--- config.mk ---
export PLATFORM = sky130hd
export DESIGN_NAME = input_capture_timer_period
export DESIGN_NICKNAME = d
export VERILOG_FILES = /design/src/capture_timer_pkg.sv /design/src/clock_prescaler.sv /design/src/input_capture_timer_period.sv
export SDC_FILE = /design/constraint.sdc
export NUM_CORES = 1
export LEC_CHECK = 0
export BUFFER_PORTS_ARGS = -buffer_cell sky130_fd_sc_hd__buf_4
export CAP_MARGIN = 30
export CORE_ASPECT_RATIO = 1.75
export CORE_UTILIZATION = 53
export CTS_CLUSTER_SIZE = 10
export DETAILED_ROUTE_END_ITERATION = 12
export PLACE_DENSITY = 0.89
export REMOVE_ABC_BUFFERS = 1
export SLEW_MARGIN = 20
export SYNTH_ARGS = -nofsm -noshare
export SYNTH_HDL_FRONTEND = slang
export SYNTH_SLANG_ARGS = --single-unit
--- constraint.sdc ---
create_clock -name clk -period 3.3 [get_ports clk]
set_input_delay 0.495 -clock clk [delete_from_list [all_inputs] [get_ports clk]]
set_output_delay 0.495 -clock clk [all_outputs]
set_load 0.005 [all_outputs]
--- src/capture_timer_pkg.sv ---
// Constants, field layout and codes of the input-capture timer.
// Assumes a 32-bit APB slave with word-aligned registers.
package capture_timer_pkg;

	// ==========================================================
	// Bus and data widths
	localparam int ADDR_W = 18;
	localparam int DATA_W = 32;
	localparam int REG_W  = 8;
	localparam int IDX_W  = 16;

	// ==========================================================
	// Register indices; byte address is four times the index
	localparam logic [IDX_W-1:0] IDX_CAPTURE_VALUE  = 16'hFF86;
	localparam logic [IDX_W-1:0] IDX_INT_ENABLE     = 16'hFFF4;
	localparam logic [IDX_W-1:0] IDX_TIMER_MODE     = 16'hFF80;
	localparam logic [IDX_W-1:0] IDX_INT_REQUEST    = 16'hFF81;
	localparam logic [IDX_W-1:0] IDX_PIN_FUNCTION   = 16'hFF82;

	// ==========================================================
	// Field positions
	localparam int BIT_OVF_HIGH    = 7;
	localparam int BIT_OVF_LOW     = 6;
	localparam int BIT_OVF_IE      = 5;
	localparam int BIT_EDGE_SEL    = 4;
	localparam int BIT_CLR_HI      = 3;
	localparam int BIT_CLR_LO      = 2;
	localparam int BIT_CKS_HI      = 1;
	localparam int BIT_CKS_LO      = 0;
	localparam int BIT_TIMER_IRQ   = 4;
	localparam int BIT_PIN_CAPTURE = 0;

	// ==========================================================
	// Reset values and counter limits
	localparam logic [REG_W-1:0] COUNTER_RESET = 8'h00;
	localparam logic [REG_W-1:0] CAPTURE_RESET = 8'h00;
	localparam logic [REG_W-1:0] COUNTER_MAX   = 8'hFF;
	localparam logic [DATA_W-1:0] READ_ZERO    = 32'h00000000;

	// ==========================================================
	// Prescaler taps, as low bits that must all be one
	localparam int DIV64_BITS = 6;
	localparam int DIV32_BITS = 5;
	localparam int DIV2_BITS  = 1;

	// ==========================================================
	// Mode codes
	typedef enum logic [1:0] {
		CKS_DIV64 = 2'b00,
		CKS_DIV32 = 2'b01,
		CKS_DIV2  = 2'b10,
		CKS_STOP  = 2'b11
	} clock_sel_t;

	typedef enum logic [1:0] {
		CLR_NONE = 2'b00,
		CLR_FALL = 2'b01,
		CLR_RISE = 2'b10,
		CLR_BOTH = 2'b11
	} clear_sel_t;

endpackage

--- src/clock_prescaler.sv ---
// Free-running prescaler counting every enabled system clock.
// Assumes one clock, synchronous active-low reset.
`timescale 1ns/1ps
module clock_prescaler #(
	parameter int WIDTH = 17
) (
	// Clock and reset
	input  wire logic             clk,
	input  wire logic             rst_n,
	input  wire logic             ce,
	// Count
	output logic      [WIDTH-1:0] count
);
	// ==========================================================
	// Elaboration check: the slowest tap needs six bits
	if (WIDTH < capture_timer_pkg::DIV64_BITS) begin : g_bad_width
		$error("prescaler too narrow for the slowest tap");
	end

	logic [WIDTH-1:0] next_count;

	always_comb begin
		next_count = count;
		if (ce) begin
			next_count = count + 1'b1;
		end
	end

	always_ff @(posedge clk) begin
		if (!rst_n) begin
			count <= '0;
		end else begin
			count <= next_count;
		end
	end
endmodule

--- src/input_capture_timer_period.sv ---
// Eight-bit input-capture timer with APB register access.
// Assumes capture pin synchronous to clk; APB master per protocol.
//
// Notes on behaviour
// - High-level overflow flag, mode bit 7, sets on wrap while input high.
// - That flag clears only by writing 0 after reading 1; never set by writes.
// - Low-level overflow flag, bit 6, sets on wrap while low or interval.
// - Low flag clears only by writing 0 after reading 1; 1 ignored.
// - Mode bit 5 enables overflow interrupt requests.
// - Mode bit 4 picks interrupt edge: 0 rising, 1 falling.
// - Clear field bits 3:2: none, falling, rising, both edges.
// - Clock field bits 1:0: divide by 64, 32, 2.
// - Rising capture edge copies counter into capture register.
// - Rising capture with edge select 0 sets timer flag; enable gates output.
// - Capture register is read-only; writes ignored.
// - Capture register resets to zero.
// - Interrupt enable bit 4 gates the timer interrupt.
// - Request bit 4 set by capture or overflow, cleared by writing 0.
// - Pin function bit 0: 0 plain pin, 1 capture input.
// - Counter is hidden from software and resets to zero.
// - Wrap with overflow enable set raises timer flag.
// - Divided clocks come from a 17-bit free-running prescaler.
//
// Local design decision: the APB slave port.
`timescale 1ns/1ps
module input_capture_timer_period #(
	parameter int PRESCALE_W = 17
) (
	// Clock, reset, enable
	input  wire logic                                clk,
	input  wire logic                                rst_n,
	input  wire logic                                ce,
	// APB slave
	input  wire logic                                psel,
	input  wire logic                                penable,
	input  wire logic                                pwrite,
	input  wire logic [capture_timer_pkg::ADDR_W-1:0] paddr,
	input  wire logic [capture_timer_pkg::DATA_W-1:0] pwdata,
	output logic      [capture_timer_pkg::DATA_W-1:0] prdata,
	output logic                                     pready,
	output logic                                     pslverr,
	// Pin and interrupt
	input  wire logic                                port_pin_zero,
	output logic                                     timer_irq
);
	// ==========================================================
	// Elaboration check
	if (PRESCALE_W < capture_timer_pkg::DIV64_BITS) begin : g_bad_presc
		$error("prescaler width too small");
	end

	localparam int RW = capture_timer_pkg::REG_W;

	// ==========================================================
	// Prescaler
	logic [PRESCALE_W-1:0] presc;

	clock_prescaler #(
		.WIDTH (PRESCALE_W)
	) u_clock_prescaler (
		.clk   (clk),
		.rst_n (rst_n),
		.ce    (ce),
		.count (presc)
	);

	// ==========================================================
	// State
	logic [RW-1:0] capture_counter;
	logic [RW-1:0] capture_value;
	logic          overflow_high_flag;
	logic          overflow_low_flag;
	logic          overflow_irq_enable;
	logic          capture_edge_select;
	logic [1:0]    clear_select;
	logic [1:0]    clock_select;
	logic          timer_irq_enable;
	logic          timer_irq_flag;
	logic          pin_capture;
	logic          pin_prev;
	logic          armed_high;
	logic          armed_low;

	logic [RW-1:0] next_capture_counter;
	logic [RW-1:0] next_capture_value;
	logic          next_overflow_high_flag;
	logic          next_overflow_low_flag;
	logic          next_timer_irq_flag;
	logic          next_armed_high;
	logic          next_armed_low;
	logic [RW-1:0] next_mode_bits;
	logic          next_timer_irq_enable;
	logic          next_pin_capture;

	// ==========================================================
	// Bus decode
	logic                                 access;
	logic                                 wr;
	logic                                 rd;
	logic [capture_timer_pkg::IDX_W-1:0]  idx;
	logic                                 aligned;
	logic                                 hit_capture;
	logic                                 hit_enable;
	logic                                 hit_mode;
	logic                                 hit_request;
	logic                                 hit_pin;
	logic                                 hit_any;
	logic [RW-1:0]                        mode_reg;
	logic [capture_timer_pkg::DATA_W-1:0] read_mux;

	assign idx         = paddr[capture_timer_pkg::ADDR_W-1:2];
	assign aligned     = (paddr[1:0] == 2'h0);
	assign hit_capture = aligned && idx == capture_timer_pkg::IDX_CAPTURE_VALUE;
	assign hit_enable  = aligned && idx == capture_timer_pkg::IDX_INT_ENABLE;
	assign hit_mode    = aligned && idx == capture_timer_pkg::IDX_TIMER_MODE;
	assign hit_request = aligned && idx == capture_timer_pkg::IDX_INT_REQUEST;
	assign hit_pin     = aligned && idx == capture_timer_pkg::IDX_PIN_FUNCTION;
	assign hit_any     = hit_capture | hit_enable | hit_mode | hit_request
		| hit_pin;
	// Zero wait states; a frozen block holds the master off
	assign pready      = ce;
	assign access      = psel && penable && ce;
	assign wr          = access && pwrite;
	assign rd          = access && !pwrite;
	assign pslverr     = psel && penable && !hit_any;

	assign mode_reg = {overflow_high_flag, overflow_low_flag,
		overflow_irq_enable, capture_edge_select, clear_select,
		clock_select};

	always_comb begin
		read_mux = capture_timer_pkg::READ_ZERO;
		if (hit_capture) begin
			read_mux[RW-1:0] = capture_value;
		end else if (hit_enable) begin
			read_mux[capture_timer_pkg::BIT_TIMER_IRQ] = timer_irq_enable;
		end else if (hit_mode) begin
			read_mux[RW-1:0] = mode_reg;
		end else if (hit_request) begin
			read_mux[capture_timer_pkg::BIT_TIMER_IRQ] = timer_irq_flag;
		end else if (hit_pin) begin
			read_mux[capture_timer_pkg::BIT_PIN_CAPTURE] = pin_capture;
		end
	end

	// Read data latched in setup so it leaves a flip-flop
	always_ff @(posedge clk) begin
		if (!rst_n) begin
			prdata <= capture_timer_pkg::READ_ZERO;
		end else if (ce && psel && !penable) begin
			prdata <= read_mux;
		end
	end

	// ==========================================================
	// Edge detection and counter events
	logic cap_in;
	logic rise;
	logic fall;
	logic tick;
	logic clear_now;
	logic wrap;

	// Edges of a single sample apart; narrower pulses may be missed
	assign cap_in = pin_capture && port_pin_zero;
	assign rise   = ce && pin_capture && port_pin_zero && !pin_prev;
	assign fall   = ce && pin_capture && !port_pin_zero && pin_prev;

	always_comb begin
		case (capture_timer_pkg::clock_sel_t'(clock_select))
			capture_timer_pkg::CKS_DIV64:
				tick = &presc[capture_timer_pkg::DIV64_BITS-1:0];
			capture_timer_pkg::CKS_DIV32:
				tick = &presc[capture_timer_pkg::DIV32_BITS-1:0];
			capture_timer_pkg::CKS_DIV2:
				tick = &presc[capture_timer_pkg::DIV2_BITS-1:0];
			default:
				tick = 1'b0;
		endcase
	end

	always_comb begin
		case (capture_timer_pkg::clear_sel_t'(clear_select))
			capture_timer_pkg::CLR_FALL: clear_now = fall;
			capture_timer_pkg::CLR_RISE: clear_now = rise;
			capture_timer_pkg::CLR_BOTH: clear_now = rise || fall;
			default:                     clear_now = 1'b0;
		endcase
	end

	// Clearing beats counting, so a cleared cycle never wraps
	assign wrap = ce && tick && !clear_now
		&& capture_counter == capture_timer_pkg::COUNTER_MAX;

	// ==========================================================
	// Next state
	always_comb begin
		next_capture_counter    = capture_counter;
		next_capture_value      = capture_value;
		next_overflow_high_flag = overflow_high_flag;
		next_overflow_low_flag  = overflow_low_flag;
		next_timer_irq_flag     = timer_irq_flag;
		next_armed_high         = armed_high;
		next_armed_low          = armed_low;
		next_mode_bits          = mode_reg;
		next_timer_irq_enable   = timer_irq_enable;
		next_pin_capture        = pin_capture;

		if (clear_now) begin
			next_capture_counter = capture_timer_pkg::COUNTER_RESET;
		end else if (ce && tick) begin
			next_capture_counter = capture_counter + 1'b1;
		end

		if (rise) begin
			next_capture_value = capture_counter;
		end

		// Arm the clear only on a read that returned a one
		if (rd && hit_mode) begin
			next_armed_high = prdata[capture_timer_pkg::BIT_OVF_HIGH];
			next_armed_low  = prdata[capture_timer_pkg::BIT_OVF_LOW];
		end

		if (wr && hit_mode) begin
			next_mode_bits[capture_timer_pkg::BIT_OVF_IE:0] =
				pwdata[capture_timer_pkg::BIT_OVF_IE:0];
			next_armed_high = 1'b0;
			next_armed_low  = 1'b0;
			if (armed_high && !pwdata[capture_timer_pkg::BIT_OVF_HIGH]) begin
				next_overflow_high_flag = 1'b0;
			end
			if (armed_low && !pwdata[capture_timer_pkg::BIT_OVF_LOW]) begin
				next_overflow_low_flag = 1'b0;
			end
		end
		if (wr && hit_request && !pwdata[capture_timer_pkg::BIT_TIMER_IRQ]) begin
			next_timer_irq_flag = 1'b0;
		end
		if (wr && hit_enable) begin
			next_timer_irq_enable =
				pwdata[capture_timer_pkg::BIT_TIMER_IRQ];
		end
		if (wr && hit_pin) begin
			next_pin_capture = pwdata[capture_timer_pkg::BIT_PIN_CAPTURE];
		end

		// Hardware sets win over a clear in the same cycle
		if (wrap && cap_in) begin
			next_overflow_high_flag = 1'b1;
		end
		if (wrap && !cap_in) begin
			next_overflow_low_flag = 1'b1;
		end
		if ((rise && !capture_edge_select) || (fall && capture_edge_select))
		begin
			next_timer_irq_flag = 1'b1;
		end
		if (wrap && overflow_irq_enable) begin
			next_timer_irq_flag = 1'b1;
		end
	end

	// ==========================================================
	// Registers
	always_ff @(posedge clk) begin
		if (!rst_n) begin
			capture_counter     <= capture_timer_pkg::COUNTER_RESET;
			capture_value       <= capture_timer_pkg::CAPTURE_RESET;
			overflow_high_flag  <= 1'b0;
			overflow_low_flag   <= 1'b0;
			overflow_irq_enable <= 1'b0;
			capture_edge_select <= 1'b0;
			clear_select        <= 2'h0;
			clock_select        <= 2'h0;
			timer_irq_enable    <= 1'b0;
			timer_irq_flag      <= 1'b0;
			pin_capture         <= 1'b0;
			pin_prev            <= 1'b0;
			armed_high          <= 1'b0;
			armed_low           <= 1'b0;
		end else if (ce) begin
			capture_counter     <= next_capture_counter;
			capture_value       <= next_capture_value;
			overflow_high_flag  <= next_overflow_high_flag;
			overflow_low_flag   <= next_overflow_low_flag;
			overflow_irq_enable <= next_mode_bits[capture_timer_pkg::BIT_OVF_IE];
			capture_edge_select <=
				next_mode_bits[capture_timer_pkg::BIT_EDGE_SEL];
			clear_select        <= next_mode_bits[capture_timer_pkg::BIT_CLR_HI:
				capture_timer_pkg::BIT_CLR_LO];
			clock_select        <= next_mode_bits[capture_timer_pkg::BIT_CKS_HI:
				capture_timer_pkg::BIT_CKS_LO];
			timer_irq_enable    <= next_timer_irq_enable;
			timer_irq_flag      <= next_timer_irq_flag;
			pin_capture         <= next_pin_capture;
			pin_prev            <= port_pin_zero;
			armed_high          <= next_armed_high;
			armed_low           <= next_armed_low;
		end
	end

	assign timer_irq = timer_irq_flag && timer_irq_enable;
endmodule

==> results of run 1 <==
[layer usage]
| metal | track usage [%] | vias to the layer above | share of wire [%] |
|---|---|---|---|
| li1 | - | 980 | - |
| met5 | 0 | - | 0 |
| met3 | 5.141 | 21 | 5.2 |
| met1 | 22.79 | 972 | 35 |
| met2 | 42.71 | 84 | 55 |
| met4 | 15.13 | 0 | 4.4 |
[flip-flops by register name, summed over array words and instances (netlist names), 2 cells and up]
register,count
capture_value,8
clear_select,2
u_clock_prescaler.count,6
clock_select,2
capture_counter,8
prdata,8
[tightest hold or removal path, stage by stage]
cell,delay [ps]
sky130_fd_sc_hd__buf_4,80
sky130_fd_sc_hd__mux2i_1,50
sky130_fd_sc_hd__nor2b_1,90
[stage by stage]
| stage | cell area [um2] | worst slack (ps) |
|---|---|---|
| 6_report | 2806 | 964.3 |
| 4_1_cts | 2806 | 969.1 |
| 2_1_floorplan | 2312 | 1277 |
| 5_1_grt | 2806 | 884.6 |
| 3_3_place_gp | 2699 | 989.3 |
| 3_5_place_dp | 2699 | 980.5 |
[cell usage after synthesis, drive strengths merged, types with 2 or more instances]
cell type and number:
or3 4, nor4 2, ha 3, nand4 4
nor2 16, o2111ai 4, xnor2 2, nor2b 13
o21ai 13, nand2 34, nor3b 3, and3 4
a211oi 2, and2 8, xor2 7, o22ai 3
inv 3, or2 2, buf 28, nand3 3
or3b 2, and4bb 2, a21boi 12, and4 3
nor4b 2, clkbuf 7, a221oi 6, mux2i 14
dfxtp 44, nor3 4
[cells by family (layout without fill, tap and decap cells)]
kind of cell | count (synthesis) | after routing | share of synthesized area (%)
and+or+nand+nor | 112 | 112 | 27.76
other | 1 | 24 | 0.1527
buffers and inverters | 38 | 54 | 9.832
muxes | 14 | 14 | 5.705
xor gates and xnor gates | 9 | 9 | 3.210
AOI/OAI and AO/OA | 48 | 48 | 15.94
DFF | 44 | 44 | 35.86
adders and majority gates | 3 | 3 | 1.528
[how the worst max path moves through the flow]
stage              from  endpoint  slack (ps)  cells after the start
2_1_floorplan  paddr[1]   pslverr        1280                      4
3_3_place_gp   paddr[1]   pslverr         990                      6
3_5_place_dp   paddr[1]   pslverr         980                      6
4_1_cts        paddr[1]   pslverr         970                      6
5_1_grt        paddr[1]   pslverr         880                      6
6_report       paddr[1]   pslverr         960                      6
[final cells by class]
cell class | count | area, um2
clock buffers | 6 | 72.57
well taps | 51 | 63.81
fillers | 386 | 1638
flip-flops and latches | 44 | 880.8
repair buffers | 43 | 322.8
multi-input cells | 210 | 1420
inverters | 3 | 11.26
clock inverters | 2 | 35.03
[power breakdown]
group | internal [mW] | switching, mW
logic | 0.0494 | 0.0493
clock network | 0.225 | 0.178
registers | 0.538 | 0.00547
==> results.md, run 1 <==
Routing:
- Wires add up to 5291 um.
- Across all layers, the routed design uses 2057 vias.
- The number of antenna-violating nets in the routed design is 0.
- Using the TritonRoute via totals, the vias-per-cell ratio works out to 5.730.
- The detailed router finished its first iteration with 43 violations.
- In the final routed layout, each cell accounts on average for 14.74 um.
- The DRC violation count after routing is 0.
- The first detailed-routing pass took 4 iterations.

Synth:
- A synthesized cell averages 9.131 um2.
- Yosys mapped a number of flops with a built-in enable equal to 0.
- Of the synthesized area, sequential elements account for 35.86%.
- Counting every instance in the synthesized netlist gives 269.
- Summed over all instances, the cell type with the most area after synthesis is sky130_fd_sc_hd__dfxtp_1.
- For this run, the leading register cell type out of synthesis is sky130_fd_sc_hd__dfxtp_1.
- The share of Yosys cell area claimed by the top area cell type is 35.86%.
- Summing every instance area after synthesis gives 2456 um2.
- The number of different library cells used by synthesis comes to 59.
- Synthesis inferred 44 register bits.
- By area the synthesized netlist is led by sky130_fd_sc_hd__dfxtp_1 (36%), sky130_fd_sc_hd__buf_4 (7.9%), sky130_fd_sc_hd__mux2i_1 (5.7%).
- The total of warnings raised by yosys is 0.
- After synthesis, the share of flip-flops with an asynchronous set or reset is 0%.

Final layout:
- The final core utilization is 63.15%.
- The post-route netlist has 22.40% of its cells at a drive strength greater than 1.
- In the layout the commonest cells are sky130_fd_sc_hd__dfxtp_1 (44), sky130_fd_sc_hd__buf_4 (43), sky130_fd_sc_hd__nand2_1 (34).
- Leaving out filler cells and counting taps, the final layout contains 359.
- The area added between synthesis and finish is 14.26%.
- The number of antenna diodes is 0.
- In the final design database the tool counted 367 nets.
- The leading cell type in the layout, fill and taps excluded is sky130_fd_sc_hd__dfxtp_1.

Die:
- After floorplanning, the core was sized to cover 4444 um2.
- The floorplan row count is 32.
- The die covers 4921 um2.
- The floorplan die width is 53.46 um.
- From bottom edge to top edge, the die measures 92.06 um.
- 92 I/O pins were placed.
- The starting density of the core is 55.26%.

Critical path:
- The cell with the biggest individual delay on the critical path is sky130_fd_sc_hd__or3_4.
- By startpoint and endpoint, the worst setup path is classified as in2out.
- The endpoint identified for the worst register-to-register timing path is overflow_low_flag.
- The worst register-to-register path has a setup slack of 1150 ps.
- Of all nets on the critical path, the largest fanout is 3.
- The critical path contains buffers and inverters numbering 2 combined.
- The kind of cell adding the most delay to the critical path is simple AND/OR/NAND/NOR gates.
- The worst setup path is captured at a primary output.
- Counting cells, the worst reg-to-reg path comes to 8.
- The required time of the critical path is 2800 ps.
- For the worst setup path, the data arrival time is 1840 ps.
- The largest incremental delay on the critical path is 400 ps.
- Counting stages on the worst path, the most repeated cell is sky130_fd_sc_hd__buf_4.
- The kind of launch point of the worst setup path is a primary input.
- The critical path goes through buf_4 > or3_4 > or2_4 > a2111oi_4 > nor3_1 > buf_4.
- The origin of the critical flop-to-flop path is u_clock_prescaler.count[0].

STA:
- On the final layout, the worst hold slack is 445.2 ps.
- The aggregate negative setup slack is 0 ps.
- The upper clock frequency limit is 428.1 MHz.
- The number of endpoints with negative hold slack in the final report is 0.
- The number of max-slew violations in the final report came to 0.
- The worst path uses 70.78% of the clock period.
- The worst-case clock skew is 8.385 ps.
- Setup repair after global routing left no endpoint under its margin.
- Headroom to the max-slew limit came out at 57.27%.
- The transition time of the tightest slew-check pin is 636.7 ps.
- The minimum clock period after layout is 2336 ps.
- Setup violations remaining at the end of the flow were counted as 0.

Place:
- The placer congestion estimate is 0.7844.
- Detailed placement ended at an HPWL of 3942 um.
- Buffers placed on the I/O ports in this run total 43.
- The number of cells after detailed placement is 351.

Global route:
- The via count of the first global-routing pass is 1932.
- The total overflow left after global routing is 0.
- The all-layer global routing usage is 23.84%.
- The maximum number of pins on one net before global-route repair is 39.
- The global-route wire length before repair is 8535 um.
- The initial antenna violation count is 0.

Clock tree:
- The cts-stage hold buffer count is 0.
- Once the clock tree was built, the setup fixing pass inserted 0 buffers.
- CTS placed an instance of sky130_fd_sc_hd__clkbuf_8 at the clock tree root.
- The insertion delay to the later sink of the worst-skew pair is 300 ps.
- The H-tree was split into 2 levels.
- Gates resized during post-CTS repair numbered 0.
- CTS saw 44 sinks.
- The CTS tree is done.
- Buffers inserted during clock tree synthesis total 5.
- The clock-pin slew of the registers on the worst-case setup and hold paths is 80 ps.
- In this run the deepest clock path goes through 2 buffers.

Min path:
- The path class of the lowest-slack min-delay path is in2reg.
- The endpoint of the worst hold-timing path is overflow_irq_enable.
- The beginning of the worst hold path is pwdata[5].
- The worst hold path was traced through 3 stages.

Pwr:
- The worst supply voltage drop on vdd is 0.0003475 V.
- For this design the ratio of total power to cell area is 372.1 nW/um2.
- Power comes to 1.044 mW.
- Summed over all cells, the static leakage comes to 1.131 nW.

Status:
- The run finished with clean final reports.

Run:
- Max-cap violations in this run came to 0.
Power figures use the tool's default switching activity.
==> inputs of run 2 (changes only) <==
--- a/config.mk
+++ b/config.mk
@@ -8,10 +8,10 @@
 export BUFFER_PORTS_ARGS = -buffer_cell sky130_fd_sc_hd__buf_4
 export CAP_MARGIN = 30
 export CORE_ASPECT_RATIO = 1.75
-export CORE_UTILIZATION = 53
+export CORE_UTILIZATION = 44
 export CTS_CLUSTER_SIZE = 10
 export DETAILED_ROUTE_END_ITERATION = 12
-export PLACE_DENSITY = 0.89
+export PLACE_DENSITY = 0.8
 export REMOVE_ABC_BUFFERS = 1
 export SLEW_MARGIN = 20
 export SYNTH_ARGS = -nofsm -noshare
==> constraint.sdc (replaced) <==
create_clock -name clk -period 2 [get_ports clk]
set_input_delay 0.3 -clock clk [delete_from_list [all_inputs] [get_ports clk]]
set_output_delay 0.3 -clock clk [all_outputs]
set_load 0.005 [all_outputs]
==> run 2 against run 1 <==
Compared with the run above: critical path depth did not move; combinational power rose by 74%; global-route usage fell by 3.8 points; via count fell by 0.34%; non-clock buffer count rose by 5; largest power group unchanged; die area rose by 20%; hold slack got worse by 190 ps; critical path type unchanged; clock skew rose by 3.1 ps; sequential cell count did not move; total power rose by 53%; clock-buffer cell count did not move; cell count rose by 7.5%.
==> results.md, run 2 (synthesized netlist as in run 1, its figures left out) <==
Min path:
- The path class of the lowest-slack min-delay path is in2reg.
- The worst hold path depth was 3 (unchanged).

STA:
- The max-slew headroom at the worst pin came to 66.71% (+9.4 points).
- For the finished layout, the period the worst path requires is 1926 ps.
- The worst-case clock skew is 11.50 ps (+3.116 ps).
- Of the available clock period, the critical path in the final layout requires 96.28%.
- Setup repair after global routing left no endpoint under its margin.
- The aggregate negative setup slack is 0 ps (unchanged).
- The number of endpoints with negative hold slack in the final report is 0 (unchanged).
- The transition time of the tightest slew-check pin was 495.7 ps (-141.0 ps).
- The worst setup slack after layout came to 74.44 ps (-889.9 ps).
- The final-report setup violation count is 0 (unchanged).
- The number of max-slew violations in the final report is 0 (unchanged).
- The upper clock frequency limit is 519.3 MHz.

Clock tree:
- The total clock buffers created by CTS is 5 (unchanged).
- The clock-pin slew of the registers on the worst-case setup and hold paths is 80 ps (about the same).
- The maximum level of the CTS H-tree is 2 (unchanged).
- The TritonCTS sink count came to 44 (unchanged).
- The CTS tree is done.
- The number of buffers between clock root and the deepest sink was 2 (unchanged).
- The cts-stage hold buffer count is 0 (unchanged).
- The buffer type at the clock tree root is sky130_fd_sc_hd__clkbuf_8.
- The insertion delay to the later sink of the worst-skew pair came to 300 ps (about the same).

Routing:
- The number of vias after detailed routing is 2050 (-0.34%).
- The final wirelength is 5429 um (+2.6%).
- The first-pass detailed-route iteration total is 4 (unchanged).
- The number of antenna-violating nets in the routed design is 0 (unchanged).
- The via count normalized by instance count is 5.311 (-7.3%).
- The DRC violation count after routing is 0 (unchanged).
- The average wire per standard cell was 14.06 um (-4.6%).
- The count of routing violations after the opening detailed-route iteration is 73 (+70%).

Run:
- The number of max-capacitance violations reported came to 0 (unchanged).

Critical path:
- STA classifies the critical path endpoint as a primary output.
- The kind of launch point of the worst setup path is a primary input.
- The arrival time of data at the critical path endpoint came to 1630 ps (-210 ps).
- Walking the worst path, the cells encountered are buf_4 > or3_4 > or2_4 > a2111oi_4 > nor3_1 > buf_4.
- The required time of the critical path is 1700 ps (-1100 ps).
- The cell depth of the worst setup path is 6 (unchanged).
- Among the stages of the critical path, the cell type that occurs most often is sky130_fd_sc_hd__buf_4.
- The largest incremental delay on the critical path was 400 ps (about the same).
- The number of buffers and inverters on the critical path is 2 (unchanged).
- The maximum net fanout on the critical path is 3 (unchanged).
- The cell with the biggest individual delay on the critical path is sky130_fd_sc_hd__or3_4.
- The count of cells along the worst register-to-register path is 8 (unchanged).
- Grouping stages by cell kind, the critical path spends the most delay in simple AND/OR/NAND/NOR gates.
- The critical path start-end classification is in2out.

Global route:
- The global routing usage on met1 is 17.89% (-4.9 points).
- The via count of the first global-routing pass was 2014 (+4.2%).
- The sum of overflow across all layers after global routing came to 0 (unchanged).
- The maximum number of pins on one net before global-route repair is 39 (unchanged).
- The met2 capacity usage during global routing was 38.64% (-4.1 points).
- The global-route met3 utilization is 3.338% (-1.8 points).
- The all-layer global routing usage is 20.04% (-3.8 points).
- The global-route layer with the greatest usage is met2.
- The initial antenna violation count was 0 (unchanged).
- The global-route wire length before repair was 8935 um (+4.7%).

Place:
- The worst setup slack after placement came to 60.83 ps (-919.6 ps).
- The number of cells after detailed placement came to 379 (+8.0%).
- The port buffer count was 43 (unchanged).
- The HPWL reported at the end of detailed placement was 4209 um (+6.8%).
- The placed cell area is 2765 um2 (+2.5%).
- The placer congestion estimate is 0.7888 (+0.56%).

Final layout:
- The share of final-layout standard cells stronger than drive strength 1 is 25.00% (+2.6 points).
- The library cell used most frequently in the layout, excluding fill and tap cells, is sky130_fd_sc_hd__buf_4.
- The final standard cell area without fillers was 2867 um2 (+2.1%).
- The largest registers in the layout are capture_counter x8, capture_value x8, prdata x8.
- The area added between synthesis and finish is 16.71%.
- The top cell types in the final layout, fill and taps aside, are sky130_fd_sc_hd__buf_4 (48), sky130_fd_sc_hd__dfxtp_1 (42), sky130_fd_sc_hd__nand2_1 (34).
- The final layout net count is 372 (+1.4%).
- The number of antenna diodes is 0 (unchanged).
- The non-filler instance count after layout is 386 (+7.5%).
- The number of fill cells in the layout is 479 (+24%).

Die:
- The die area is 5896 um2 (+20%).
- The starting density of the core is 46.35% (-8.9 points).
- The count of boundary I/O pins is 92 (unchanged).
- The floorplan die width came to 58.48 um (+9.4%).
- The placeable core region was 5299 um2 (+19%).
- The height of the die is 100.8 um (+9.5%).
- The floorplan row count is 35 (+9.4%).

Status:
- The run finished with clean final reports.

Pwr:
- The static leakage power is 1.137 nW (+0.57%).
- The sum of internal, switching and leakage power is 1.598 mW (+53%).
- The total power density per cell area was 557.4 nW/um2 (+50%).
- The worst supply voltage drop on vdd came to 0.0002852 V (-18%).
==> run 2: metal layers <==
metal	vias up	wire, um
li1	988	-
met1	956	1870
met2	86	3016
met3	20	273
met4	0	268
met5	-	0
==> run 2: cell type report <==
type	count	area [um2]	share of cell area, %
multi-input combinational	210	1441	50.28
sequential	44	883.3	30.82
tap	74	92.59	3.230
timing repair buffer	48	360.3	12.57
clock buffer	6	72.57	2.532
clock inverter	1	5.005	0.1746
inverter	3	11.26	0.3928
==> run 2: timing repair <==
| action | CTS | global route |
|---|---|---|
| buffers inserted | 0 | 0 |
| resized for setup | 0 | 7 |
| endpoints found under the setup margin | 0 | 5 |
==> run 2: worst reg2reg max path, stage by stage, from the launching register on <==
cell and delay [ps]:
sky130_fd_sc_hd__dfxtp_2 370, sky130_fd_sc_hd__ha_4 140, sky130_fd_sc_hd__and3_4 180, sky130_fd_sc_hd__ha_1 130, sky130_fd_sc_hd__nand2_1 60, sky130_fd_sc_hd__o22ai_2 240, sky130_fd_sc_hd__o211ai_4 100, sky130_fd_sc_hd__or3_1 440
sky130_fd_sc_hd__o22ai_1 180
==> run 2: report_power, final <==
| part | total [mW] | internal (mW) | switching (mW) |
|---|---|---|---|
| combinational | 0.172 | 0.0868 | 0.0851 |
| sequential | 0.898 | 0.888 | 0.00916 |
| clock | 0.529 | 0.238 | 0.291 |
| total | 1.60 | 1.21 | 0.385 |
==> run 2: stage by stage <==
stage	util [%]	hold WS [ps]
3_3_place_gp	52.18	435.7
6_report	54.10	256.0
5_1_grt	54.10	261.9
4_1_cts	53.65	256.5
3_5_place_dp	52.18	450.0
2_1_floorplan	-	421.7
==> run 2: final timing paths <==
check	endpoint	slack [ps]	from
max	pslverr	70	paddr[1]
min	clock_select[1]	260	pwdata[1]
max reg2reg	overflow_low_flag	90	u_clock_prescaler.count[1]
min reg2reg	prdata[4]	460	prdata[4]
==> inputs of run 3 (changes only) <==
--- a/config.mk
+++ b/config.mk
@@ -8,6 +8,7 @@
 export BUFFER_PORTS_ARGS = -buffer_cell sky130_fd_sc_hd__buf_4
 export CAP_MARGIN = 30
 export CORE_ASPECT_RATIO = 1.75
+export CORE_MARGIN = 2
 export CORE_UTILIZATION = 44
 export CTS_CLUSTER_SIZE = 10
 export DETAILED_ROUTE_END_ITERATION = 12
==> run 3 against run 2 <==
Compared with the run above: cell count up 1.0%; fmax down 0.50%; sequential cell count unchanged; clock skew down 1.4 ps; register-to-register slack about the same; sequential power about the same; die area up 5.5%; total power up 2.6%; largest power group unchanged; sequential share of layout area down 0.45 points.
==> results.md, run 3 (synthesized netlist as in run 1, its figures left out) <==
Global route:
- The global-route wire length before repair was 8542 um (-4.4%).
- The via count of the first global-routing pass is 2015 (+0.050%).
- The initial antenna violation count came to 0 (unchanged).
- The sum of overflow across all layers after global routing was 0 (unchanged).
- The all-layer global routing usage is 18.17% (-1.9 points).
- The maximum number of pins on one net before global-route repair is 39 (unchanged).

Die:
- The floorplan row count is 36 (+2.9%).
- The starting density of the core is 44.69% (-1.7 points).
- The count of boundary I/O pins is 92 (unchanged).
- The placeable core region is 5495 um2 (+3.7%).
- The floorplan die width was 60.48 um (+3.4%).
- The height of the die is 102.8 um (+2.0%).
- The die area is 6219 um2 (+5.5%).

Clock tree:
- The number of buffers between clock root and the deepest sink is 2 (unchanged).
- TritonCTS built the clock tree.
- The maximum level of the CTS H-tree is 2 (unchanged).
- The number of buffers inserted by post-CTS setup repair is 0 (unchanged).
- The TritonCTS sink count is 44 (unchanged).
- The insertion delay to the later sink of the worst-skew pair is 300 ps (about the same).
- The buffer type at the clock tree root is sky130_fd_sc_hd__clkbuf_8.
- The clock-pin slew of the registers on the worst-case setup and hold paths is 80 ps (about the same).
- The cts-stage hold buffer count is 0 (unchanged).
- The total clock buffers created by CTS is 5 (unchanged).
- The number of cells upsized or downsized after cts came to 0 (unchanged).

Pwr:
- The sum of internal, switching and leakage power is 1.639 mW (+2.6%).
- The internal power contribution was 1.224 mW (+0.89%).
- The clock group share of total power is 34.6% (+1.5 points).
- The switching share of total power is 25.35% (+1.3 points).
- The power spent charging and discharging nets is 415.6 uW (+8.0%).
- The worst supply voltage drop on vdd is 0.0003966 V (+39%).
- The share of total power in combinational logic is 10.7% (about the same).
- The register share of total power is 54.7% (-1.5 points).
- The static leakage power is 1.140 nW (+0.30%).
- The total power density per cell area was 563.5 nW/um2 (+1.1%).

Final layout:
- The final standard cell area without fillers is 2909 um2 (+1.5%).
- The largest registers in the layout are capture_counter x8, capture_value x8, prdata x8.
- The share of final-layout standard cells stronger than drive strength 1 was 26.75% (+1.8 points).
- The number of antenna diodes was 0 (unchanged).
- The non-filler instance count after layout is 390 (+1.0%).
- The number of fill cells in the layout is 525 (+9.6%).
- The library cell used most frequently in the layout, excluding fill and tap cells, is sky130_fd_sc_hd__buf_4.
- In the layout the commonest cells are sky130_fd_sc_hd__buf_4 (49), sky130_fd_sc_hd__dfxtp_1 (42), sky130_fd_sc_hd__nand2_1 (33).
- The final layout net count is 373 (+0.27%).
- The area added between synthesis and finish is 18.44%.

Place:
- The port buffer count is 43 (unchanged).
- The HPWL reported at the end of detailed placement was 4219 um (+0.25%).
- The placer congestion estimate is 0.7901 (+0.16%).
- The placed cell area is 2775 um2 (+0.36%).
- The number of cells after detailed placement is 382 (+0.79%).

STA:
- The transition time of the tightest slew-check pin came to 529.6 ps (+33.98 ps).
- The aggregate negative setup slack is 0 ps (unchanged).
- The minimum clock period after layout is 1935 ps (+9.721 ps).
- The upper clock frequency limit came to 516.7 MHz (-0.50%).
- Setup repair after global routing left no endpoint under its margin.
- The number of max-slew violations in the final report is 0 (unchanged).
- The number of endpoints with negative hold slack in the final report came to 0 (unchanged).
- The worst-case clock skew is 10.13 ps (-1.371 ps).
- The final-report setup violation count is 0 (unchanged).
- The final critical-path share of the clock period came to 96.76% (+0.49 points).
- The max-slew headroom at the worst pin is 64.56% (-2.1 points).
- The worst-case hold slack was 250.4 ps (-5.594 ps).

Critical path:
- The arrival time of data at the critical path endpoint came to 1640 ps (about the same).
- The critical path start-end classification is in2out.
- The maximum net fanout on the critical path was 3 (unchanged).
- The kind of launch point of the worst setup path is a primary input.
- STA classifies the critical path endpoint as a primary output.
- The required time of the critical path is 1700 ps (about the same).

Routing:
- The number of antenna-violating nets in the routed design is 0 (unchanged).
- The average wire per standard cell was 14.21 um (+1.0%).
- The number of vias after detailed routing is 2036 (-0.68%).
- The DRC violation count after routing came to 0 (unchanged).
- The final wirelength is 5541 um (+2.1%).
- The first-pass detailed-route iteration total is 4 (unchanged).
- The count of routing violations after the opening detailed-route iteration is 62 (-15%).
- The via count normalized by instance count is 5.221 (-1.7%).

Run:
- The number of max-capacitance violations reported is 0 (unchanged).

Min path:
- In this run the worst hold path is classified as in2reg.

Status:
- The flow ran to the end, and the final reports show no timing, DRC or antenna violations.
==> run 3: cell types whose count changed in the layout (fill, tap and decap cells not counted), sizes merged <==
cell and change:
clkinvlp +2, buf +1, clkbuf -1
==> run 3: metrics by stage <==
step,util [%],setup slack [ps]
5_1_grt,52.94,7.154
6_report,52.94,64.72
4_1_cts,52.19,29.50
2_1_floorplan,-,163.5
3_5_place_dp,50.50,48.27
3_3_place_gp,50.50,79.45
==> run 3: power groups by stage <==
| stage | sequential, mW | combinational, mW | clock, mW |
|---|---|---|---|
| detailed placement | 0.915 | 0.172 | 0 |
| CTS | 0.895 | 0.172 | 0.572 |
| global placement | 0.915 | 0.167 | 0 |
| floorplan | 0.916 | 0.0620 | 0 |
| finish | 0.897 | 0.175 | 0.567 |
| global route | 0.899 | 0.193 | 0.599 |
==> run 3: path summary, 6_finish.rpt <==
kind,start,to,slack [ps],cells past startpoint
setup / recovery,paddr[1],pslverr,60,6
hold / removal,pwdata[5],overflow_irq_enable,250,3
setup reg to reg,u_clock_prescaler.count[1],capture_counter[4],100,9
hold reg to reg,armed_low,armed_low,460,2
==> run 3: layout make-up <==
class | instances | area [um2] | area share, %
Multi-Input combinational cell | 210 | 1459 | 50.15
Sequential cell | 44 | 883.3 | 30.37
Timing Repair Buffer | 49 | 367.9 | 12.65
Tap cell | 76 | 95.09 | 3.269
Clock buffer | 5 | 68.82 | 2.366
Clock inverter | 3 | 23.77 | 0.8172
Inverter | 3 | 11.26 | 0.3871
==> run 3: worst max-delay path, stage by stage <==
cell and delay [ps]:
sky130_fd_sc_hd__buf_4 110, sky130_fd_sc_hd__or3_4 400, sky130_fd_sc_hd__or2_4 270, sky130_fd_sc_hd__a2111oi_4 320, sky130_fd_sc_hd__nor3_1 90, sky130_fd_sc_hd__buf_4 140
==> run 3: per-layer routing <==
metal	wire, um	global-route usage [%]
met1	1963	16.01
met2	3088	37.04
met3	256	1.631
met4	233	10.54
met5	0	0
